==> src/rtl/pll_synth_if_pkg.sv <==
/*
 * constants, tables and types for the synthesizer divider chain, phase comparator,
 * lock detector, sampling timer and if counter.
 * assumes a single 125 mhz system clock; all timing counts derive from its period.
 */
package pll_synth_if_pkg;

    // synthesizer divider word layout
    localparam int              SWALLOW_LSB     = 0;
    localparam int              SWALLOW_W       = 5;
    localparam int              MAIN_LSB        = 5;
    localparam int              MAIN_W          = 11;
    localparam int              DIV_WORD_W      = 16;

    // dual-modulus prescaler terminal counts (divide by 32 or 33)
    localparam logic [5:0]      PRESC_MOD_LOW   = 6'h20;
    localparam logic [5:0]      PRESC_MOD_HIGH  = 6'h21;

    // clock and lock window timing
    localparam int              CLK_PERIOD_PS   = 8000;
    localparam int              LOCK_WIN_NS     = 40;
    localparam int              LOCK_WIN_CYC_I  = (LOCK_WIN_NS * 1000) / CLK_PERIOD_PS;
    localparam logic [7:0]      LOCK_WIN_CYC    = 8'((LOCK_WIN_CYC_I < 1) ? 1 : LOCK_WIN_CYC_I);

    // sampling timer base period
    localparam int              SAMPLE_BASE_US  = 160;
    localparam int              SAMPLE_BASE_CYC = (SAMPLE_BASE_US * 1000 * 1000) / CLK_PERIOD_PS;

    // if main counter
    localparam int              IFC_W           = 21;
    localparam int              IFC_MIN_LEN     = 11;
    localparam logic [20:0]     IFC_CENTRE_BASE = 21'h0006a0;
    localparam logic [20:0]     IFC_ONE         = 21'h000001;

    // reference divider ratios chosen by ref_divider_select
    localparam logic [15:0]     REF_DIV_TABLE [8] = '{16'h0002, 16'h0004, 16'h0008, 16'h0010,
                                                      16'h0020, 16'h0040, 16'h0080, 16'h0100};

    // host status byte
    localparam int              STATUS_LOCK_BIT = 3;
    localparam logic [7:0]      STATUS_RESET    = 8'h00;

    typedef enum logic [2:0] {
        IFC_IDLE = 3'b001,
        IFC_RUN  = 3'b010,
        IFC_EVAL = 3'b100
    } ifc_state_t;

endpackage : pll_synth_if_pkg

==> src/rtl/pll_synth_if_counter.sv <==
/*
 * digital synthesizer (prescaler, swallow and main dividers, reference divider,
 * three-state phase comparator, charge pump current control with lock detection)
 * and the if counter with sampling timer and search-stop output.
 * assumes vco_in, crystal_trim_in and if_in are synchronous to ref_clk with each high and
 * low phase lasting at least one clock; settings are held stable by the host logic.
 */
`timescale 1ns/1ns
module pll_synth_if_counter
    import pll_synth_if_pkg::*;
#(
    parameter int SAMPLE_BASE_CYCLES = SAMPLE_BASE_CYC
) (
    // clock and reset
    input  wire logic        ref_clk,
    input  wire logic        rst,
    // signal inputs
    input  wire logic        vco_in,
    input  wire logic        crystal_trim_in,
    input  wire logic        if_in,
    // synthesizer settings
    input  wire logic [15:0] synth_divider_word,
    input  wire logic        synth_divider_wr,
    input  wire logic [2:0]  ref_divider_select,
    input  wire logic [4:0]  crystal_trim,
    // charge pump settings
    input  wire logic [3:0]  pump_high_current,
    input  wire logic [1:0]  pump_low_current,
    input  wire logic        pump_range_high,
    input  wire logic        auto_lock_current_en,
    input  wire logic        sw_low_current,
    // if counter settings
    input  wire logic        if_count_enable,
    input  wire logic [2:0]  sample_time_select,
    input  wire logic [4:0]  centre_offset,
    input  wire logic [2:0]  window_width,
    // charge pump and loop outputs
    output logic             pump_up_q,
    output logic             pump_down_q,
    output logic [3:0]       pump_magnitude_q,
    output logic             pump_range_q,
    output logic             loop_high_current_out_q,
    output logic [4:0]       crystal_trim_q,
    // status outputs
    output logic             divided_vco_pulse_q,
    output logic             ref_pulse_q,
    output logic             pll_locked_q,
    output logic [7:0]       status_byte_q,
    output logic             search_stop_q
);

    function automatic logic [15:0] ref_ratio(input logic [2:0] sel);
        ref_ratio = REF_DIV_TABLE[sel];
    endfunction : ref_ratio

    function automatic logic [20:0] len_mask(input logic [2:0] sel);
        len_mask = (IFC_ONE << (IFC_MIN_LEN + int'(sel))) - IFC_ONE;
    endfunction : len_mask

    // ------------------------------------------------------------------
    // edge detection of the synchronous signal inputs
    logic vco_prev_q;
    logic crystal_trim_prev_q;
    logic if_prev_q;
    logic vco_rise;
    logic crystal_trim_rise;
    logic if_rise;

    always_ff @(posedge ref_clk or posedge rst) begin
        if (rst) begin
            vco_prev_q  <= 1'b0;
            crystal_trim_prev_q <= 1'b0;
            if_prev_q   <= 1'b0;
        end else begin
            vco_prev_q  <= vco_in;
            crystal_trim_prev_q <= crystal_trim_in;
            if_prev_q   <= if_in;
        end
    end

    assign vco_rise  = vco_in & ~vco_prev_q;
    assign crystal_trim_rise = crystal_trim_in & ~crystal_trim_prev_q;
    assign if_rise   = if_in & ~if_prev_q;

    // ------------------------------------------------------------------
    // divider word, latched on each host write
    logic [15:0] div_word_q;

    always_ff @(posedge ref_clk or posedge rst) begin
        if (rst) begin
            div_word_q <= 16'h0000;
        end else if (synth_divider_wr) begin
            div_word_q <= synth_divider_word;
        end
    end

    // ------------------------------------------------------------------
    // dual-modulus prescaler with swallow and main dividers
    logic [5:0]          presc_cnt_q;
    logic [SWALLOW_W-1:0] swallow_q;
    logic [MAIN_W-1:0]   main_q;
    logic [5:0]          presc_mod;
    logic                presc_tick;

    assign presc_mod  = (swallow_q != '0) ? PRESC_MOD_HIGH : PRESC_MOD_LOW;
    assign presc_tick = vco_rise && (presc_cnt_q == presc_mod - 6'h01);

    always_ff @(posedge ref_clk or posedge rst) begin
        if (rst) begin
            presc_cnt_q <= 6'h00;
        end else if (presc_tick) begin
            presc_cnt_q <= 6'h00;
        end else if (vco_rise) begin
            presc_cnt_q <= presc_cnt_q + 6'h01;
        end
    end

    // 33*a + 32*(b+1-a) vco periods per output pulse
    always_ff @(posedge ref_clk or posedge rst) begin
        if (rst) begin
            swallow_q           <= '0;
            main_q              <= '0;
            divided_vco_pulse_q <= 1'b0;
        end else begin
            divided_vco_pulse_q <= 1'b0;
            if (presc_tick) begin
                if (main_q == '0) begin
                    main_q              <= div_word_q[MAIN_LSB +: MAIN_W];
                    swallow_q           <= div_word_q[SWALLOW_LSB +: SWALLOW_W];
                    divided_vco_pulse_q <= 1'b1;
                end else begin
                    main_q <= main_q - 11'h001;
                    if (swallow_q != '0) begin
                        swallow_q <= swallow_q - 5'h01;
                    end
                end
            end
        end
    end

    // ------------------------------------------------------------------
    // reference divider on the crystal signal
    logic [15:0] ref_cnt_q;
    logic        ref_tick;

    assign ref_tick = crystal_trim_rise && (ref_cnt_q >= ref_ratio(ref_divider_select) - 16'h0001);

    always_ff @(posedge ref_clk or posedge rst) begin
        if (rst) begin
            ref_cnt_q   <= 16'h0000;
            ref_pulse_q <= 1'b0;
        end else begin
            ref_pulse_q <= ref_tick;
            if (ref_tick) begin
                ref_cnt_q <= 16'h0000;
            end else if (crystal_trim_rise) begin
                ref_cnt_q <= ref_cnt_q + 16'h0001;
            end
        end
    end

    always_ff @(posedge ref_clk or posedge rst) begin
        if (rst) begin
            crystal_trim_q <= 5'h00;
        end else begin
            crystal_trim_q <= crystal_trim;
        end
    end

    // ------------------------------------------------------------------
    // three-state phase comparator
    logic pfd_reset;

    assign pfd_reset = pump_up_q & pump_down_q;

    always_ff @(posedge ref_clk or posedge rst) begin
        if (rst) begin
            pump_up_q   <= 1'b0;
            pump_down_q <= 1'b0;
        end else if (pfd_reset) begin
            pump_up_q   <= 1'b0;
            pump_down_q <= 1'b0;
        end else begin
            pump_up_q   <= pump_up_q | ref_pulse_q;
            pump_down_q <= pump_down_q | divided_vco_pulse_q;
        end
    end

    // ------------------------------------------------------------------
    // lock detector: width of the last phase error pulse
    logic [7:0] pw_cnt_q;
    logic       phase_small;

    assign phase_small = pw_cnt_q < LOCK_WIN_CYC;

    always_ff @(posedge ref_clk or posedge rst) begin
        if (rst) begin
            pw_cnt_q     <= 8'h00;
            pll_locked_q <= 1'b0;
        end else if (pfd_reset) begin
            pw_cnt_q     <= 8'h00;
            pll_locked_q <= phase_small;
        end else if ((pump_up_q ^ pump_down_q) && (pw_cnt_q != 8'hff)) begin
            pw_cnt_q <= pw_cnt_q + 8'h01;
        end
    end

    // ------------------------------------------------------------------
    // charge pump current mode
    logic auto_low_q;
    logic high_mode;

    always_ff @(posedge ref_clk or posedge rst) begin
        if (rst) begin
            auto_low_q <= 1'b0;
        end else if (synth_divider_wr || !auto_lock_current_en) begin
            auto_low_q <= 1'b0;
        end else if (pfd_reset && phase_small) begin
            auto_low_q <= 1'b1;
        end
    end

    assign high_mode = !(sw_low_current || auto_low_q);

    always_ff @(posedge ref_clk or posedge rst) begin
        if (rst) begin
            pump_magnitude_q        <= 4'h0;
            pump_range_q            <= 1'b0;
            loop_high_current_out_q <= 1'b0;
        end else begin
            pump_magnitude_q        <= high_mode ? pump_high_current : {2'b00, pump_low_current};
            pump_range_q            <= high_mode & pump_range_high;
            loop_high_current_out_q <= high_mode;
        end
    end

    always_ff @(posedge ref_clk or posedge rst) begin
        if (rst) begin
            status_byte_q <= STATUS_RESET;
        end else begin
            status_byte_q                  <= STATUS_RESET;
            status_byte_q[STATUS_LOCK_BIT] <= pll_locked_q;
        end
    end

    // ------------------------------------------------------------------
    // sampling timer and if main counter
    ifc_state_t  ifc_state_q;
    logic [15:0] base_cnt_q;
    logic [7:0]  tick_cnt_q;
    logic [2:0]  sel_q;
    logic [2:0]  ew_q;
    logic [20:0] mask_q;
    logic [20:0] ifc_q;
    logic        run_ok;
    logic        base_tick;
    logic        gate_end;
    logic [20:0] preset;
    logic [20:0] err_win;
    logic [20:0] over_cnt;
    logic [20:0] under_cnt;
    logic        count_pass;

    assign run_ok    = if_count_enable && pll_locked_q;
    assign base_tick = base_cnt_q == 16'(SAMPLE_BASE_CYCLES - 1);
    assign gate_end  = base_tick && (tick_cnt_q == (8'h01 << sel_q) - 8'h01);
    assign preset    = (((21'(centre_offset) + IFC_CENTRE_BASE + IFC_ONE) << sample_time_select) - IFC_ONE)
                       & len_mask(sample_time_select);
    assign err_win   = (21'(ew_q) + IFC_ONE) << sel_q;
    assign over_cnt  = (mask_q - ifc_q) & mask_q;
    assign under_cnt = (ifc_q + IFC_ONE) & mask_q;
    assign count_pass = (over_cnt <= err_win) || (under_cnt <= err_win);

    always_ff @(posedge ref_clk or posedge rst) begin
        if (rst) begin
            ifc_state_q <= IFC_IDLE;
        end else begin
            case (ifc_state_q)
                IFC_IDLE: begin
                    if (run_ok) begin
                        ifc_state_q <= IFC_RUN;
                    end
                end
                IFC_RUN: begin
                    if (!run_ok) begin
                        ifc_state_q <= IFC_IDLE;
                    end else if (gate_end) begin
                        ifc_state_q <= IFC_EVAL;
                    end
                end
                IFC_EVAL: begin
                    ifc_state_q <= IFC_IDLE;
                end
                default: begin
                    ifc_state_q <= IFC_IDLE;
                end
            endcase
        end
    end

    always_ff @(posedge ref_clk or posedge rst) begin
        if (rst) begin
            base_cnt_q <= 16'h0000;
            tick_cnt_q <= 8'h00;
        end else if (ifc_state_q != IFC_RUN) begin
            base_cnt_q <= 16'h0000;
            tick_cnt_q <= 8'h00;
        end else if (base_tick) begin
            base_cnt_q <= 16'h0000;
            tick_cnt_q <= tick_cnt_q + 8'h01;
        end else begin
            base_cnt_q <= base_cnt_q + 16'h0001;
        end
    end

    always_ff @(posedge ref_clk or posedge rst) begin
        if (rst) begin
            sel_q  <= 3'h0;
            ew_q   <= 3'h0;
            mask_q <= 21'h0007ff;
            ifc_q  <= 21'h000000;
        end else if (ifc_state_q == IFC_IDLE) begin
            sel_q  <= sample_time_select;
            ew_q   <= window_width;
            mask_q <= len_mask(sample_time_select);
            ifc_q  <= preset;
        end else if ((ifc_state_q == IFC_RUN) && if_rise) begin
            ifc_q <= (ifc_q - IFC_ONE) & mask_q;
        end
    end

    always_ff @(posedge ref_clk or posedge rst) begin
        if (rst) begin
            search_stop_q <= 1'b0;
        end else if (!run_ok) begin
            search_stop_q <= 1'b0;
        end else if (ifc_state_q == IFC_EVAL) begin
            search_stop_q <= count_pass;
        end
    end

endmodule : pll_synth_if_counter

==> config.mk <==
export PLATFORM = sky130hd
export DESIGN_NAME = pll_synth_if_counter
export DESIGN_NICKNAME = d
export VERILOG_FILES = /design/src/rtl/pll_synth_if_pkg.sv /design/src/rtl/pll_synth_if_counter.sv
export SDC_FILE = /design/constraint.sdc
export NUM_CORES = 1
export LEC_CHECK = 0
export BUFFER_PORTS_ARGS = -buffer_cell sky130_fd_sc_hd__buf_2
export CORE_MARGIN = 5
export CORE_UTILIZATION = 57
export DETAILED_ROUTE_END_ITERATION = 8
export PLACE_DENSITY = 0.79
export RECOVER_POWER = 100
export REMOVE_ABC_BUFFERS = 1
export SYNTH_ARGS = -nofsm -noshare
export SYNTH_HDL_FRONTEND = slang
export SYNTH_SLANG_ARGS = --single-unit
==> constraint.sdc <==
create_clock -name ref_clk -period 9 [get_ports ref_clk]
set_input_delay 0.9 -clock ref_clk [delete_from_list [all_inputs] [get_ports ref_clk]]
set_output_delay 0.9 -clock ref_clk [all_outputs]
set_load 0.01 [all_outputs]
==> summary.md <==
| Metric | Value |
|---|---|
| Setup crit start kind | primary input |
| Max-cap viol count | 2 |
| IR drop worst, VDD | 0.133 mV |
| Post-cts sizing count | 0 |
| Initial core utilization | 57.9% |
| # diodes | 0 |
| Syn. warnings | 0 |
| Max-slew violations | around 140 |
| Top-area cell type share of the netlist area | between 30% and 40% |
| CTS root buf | clkbuf_16 |
| TritonCTS Sinks | 159 |
| Destination of the worst hold path | status_byte_q[3] |
| Total CTS buffers | 17 |
| Failing checks | capacitance limit, slew limit |
| Slew @ Worst Pin | roughly 3.7 ns |
| Final #Nets | 1,507 |
| Leakage | between 5 and 6 nW |
| Initial antenna violation count | 0 |
| Drt first pass iters | 6 |
| Worst-skew pair later-pin latency | approximately 0.44 ns |
| Pwr/cell area | ~190 nW/um^2 |
| Main synth FF type | dfrtp_1 |
| Via density | between 6 and 7 |
| Fin crit period | 4.93 ns |
| R2R cell count | 19 |
| Area contributors post-synth | dfrtp_1 (33%), ha_1 (7.9%), nand2_1 (5.2%), nor2_1 (4.7%), xnor2_1 (4.5%) |
| Clk buf depth | 2 |
| Worst Hold Class | reg2reg |
| Number of I/O pins | 76 |
| Final period util | 54.8% |
| Most frequent cells after synthesis | nand2_1 (158), dfrtp_1 (147), nor2_1 (143) |
| Full die area | 22,800 sq um |
| Via count | 9,991 |
| Chip Height | between 150 and 200 microns |
| Pwr Total | 2.32 mW |
| CTS tree | yes |
| Slew headroom | -145% |
| Mean area per synthesized cell | 8.39 sq um |
| CORE AREA | slightly below 20,000 sq um |
| Setup repair bufs after CTS | 0 |
| Post-synth top area cell | dfrtp_1 |
| Crit end category | flip-flop |
| Top-count cell post-synth | nand2_1 |
| Arrival @ worst endpoint | 5.30 ns |
| Synthesized area | 11,300 sq um |
| Fin. Hold Viols | 0 |
| DRC | 0 |
| Post-synth EDFFs | 0 |
| ANT nets after route | 0 |
| CP required | approximately 9.4 ns |
| Cells after Synth | roughly 1,300 |
| # setup viols final | 0 |
| Reg clk slew, reported paths | about 0.07 ns |
| Die width | roughly 150 microns |
| Clk_skew | 0.0132 ns |
| Total Wirelength | around 27 mm |
| Row count | a little over 50 |
| Final Worst Setup Slack | roughly 4 ns |
| Hold_ws | about 0.49 ns |
| WL/cell | between 15 and 20 microns |
| DP HPWL | roughly 20 mm |
| Post-synthesis sequential area ratio | roughly a third |
| Post-synthesis register bit count | 159 |
| Remaining global-route overflow | 0 |
| Hold Startpoint | pll_locked_q |
| Share of cells above drive strength 1 | 9.38% |
| Library cells used by synthesis | 86 |
| Synth-to-Final Area Change | 8.88% |
| First-pass GRT wire length | 45.3 mm |
| Max FO, Critical Path | 27 |
| Worst R2R Setup Slack | approximately 4.6 ns |
| Capturing point of the worst reg2reg path | search_stop_q |
| Fin cells | about 1,700 |
| Placed cell count | 1,630 |
| Vias in the first global route | 9,471 |
| Setup CP Type | in2reg |
| Hold Path Cell Cnt | 0 |
| Pre-CTS WS | roughly 4.4 ns |
| Outcome | finished, violations left |
| GRT Util Overall | around 24% |
| H-tree depth | 4 |
| CTS Hold Bufs | 0 |
| Asr flop ratio synth | 100% |
| Port Buffer Count | between 60 and 70 |
| Routability Congestion | 0.948 |
| Largest net degree at the start of global routing | 87 |
| Worst R2R Start | ifc_q[2] |
| Max Fclk | 203 MHz |
| Initial drt markers | 931 |
| Setup TNS | 0 ns |
| RSZ-0062 raised after global routing | false |
-- worst max-delay path: stages --
cell and delay [ns]:
clkbuf_1 0.75, clkinv_1 0.60, ha_1 0.36, inv_1 0.05
ha_1 0.41, nand2b_1 0.29, or3_1 0.39, ha_1 0.30
o21ai_0 0.41, a21oi_1 0.14, nand3_1 0.15, o21ai_0 0.10
a311o_1 0.38, nand2_1 0.07
-- area by class of cell --
type	instances	area (sq um)
clock buffer	17	425
clock inverter	15	189
fill	1704	7210
inverter	61	230
multi-input combinational	1072	6810
sequential	159	3990
tap	265	332
timing repair buffer	73	342
-- flip-flops by register name, summed over array words and instances (netlist names), 3 cells and up --
register and cells:
tick_cnt_q 8, base_cnt_q 16, ref_cnt_q 16, ew_q 3, presc_cnt_q 6, crystal_trim_q 5
pw_cnt_q 8, ifc_q 21, main_q 11, pump_magnitude_q 4, sel_q 3, div_word_q 16
ifc_state_q 3, swallow_q 5, mask_q 21
-- stage by stage --
step	cell area (sq um)	utilization, %
final	12300	63.1
after CTS	12400	63.4
after floorplan	11100	-
after global placement	11800	60.3
after global routing	12300	63.1
after detailed placement	11800	60.3
-- routing by layer --
layer / global-route usage [%] / vias to the layer above / routed length, microns
met3: 4.10 / 45 / 1450
li1: - / 4882 / -
met1: 33.2 / 4757 / 12200
met4: 7.98 / 0 / 575
met5: 0 / - / 0
met2: 39.6 / 307 / 12900
-- where the power goes --
group	internal, mW	leakage, nW	switching, mW	total [mW]
clock network	0.379	0.292	0.356	0.735
logic	0.298	2.86	0.404	0.703
registers	0.789	1.99	0.0958	0.885
total	1.47	5.14	0.856	2.32
-- layout by cell type, fill, tap and decap left out, types with 9 or more instances in the layout --
cell type and count:
a211oi_1 9, a21oi_1 80, a22oi_1 9, a31oi_1 13
and2_1 21, and3_1 11, buf_2 45, clkbuf_1 25
clkbuf_16 17, dfrtp_1 147, dfstp_2 11, ha_1 71
inv_1 59, mux2_2 21, mux2i_1 13, nand2_1 158
nand2b_1 20, nand3_1 53, nand4_1 21, nor2_1 143
nor2b_1 10, nor3_1 35, nor4_1 15, o211ai_1 13
o21a_1 12, o21ai_0 102, o31ai_1 12, xnor2_1 58
xor2_1 34
-- worst max path at each step --
stage | end | cells past startpoint | start
4_1_cts | search_stop_q | 19 | ifc_q[2]
3_5_place_dp | mask_q[18] | 14 | sample_time_select[1]
5_1_grt | mask_q[18] | 14 | sample_time_select[1]
3_3_place_gp | mask_q[18] | 14 | sample_time_select[1]
6_report | mask_q[18] | 14 | sample_time_select[1]
2_1_floorplan | auto_low_q | 1 | rst
-- cell families after synthesis --
logic type	share of synthesized area (%)
multiplexers	3.44
flip-flops	35.3
other	0.0331
AND/OR/NAND/NOR	23.6
XOR/XNOR	7.12
buffers and inverters	4.52
AO/OA/AOI/OAI	17.9
adder cells (fa/ha/maj)	8.03
Note: power is estimated with default switching activity, not from simulation.
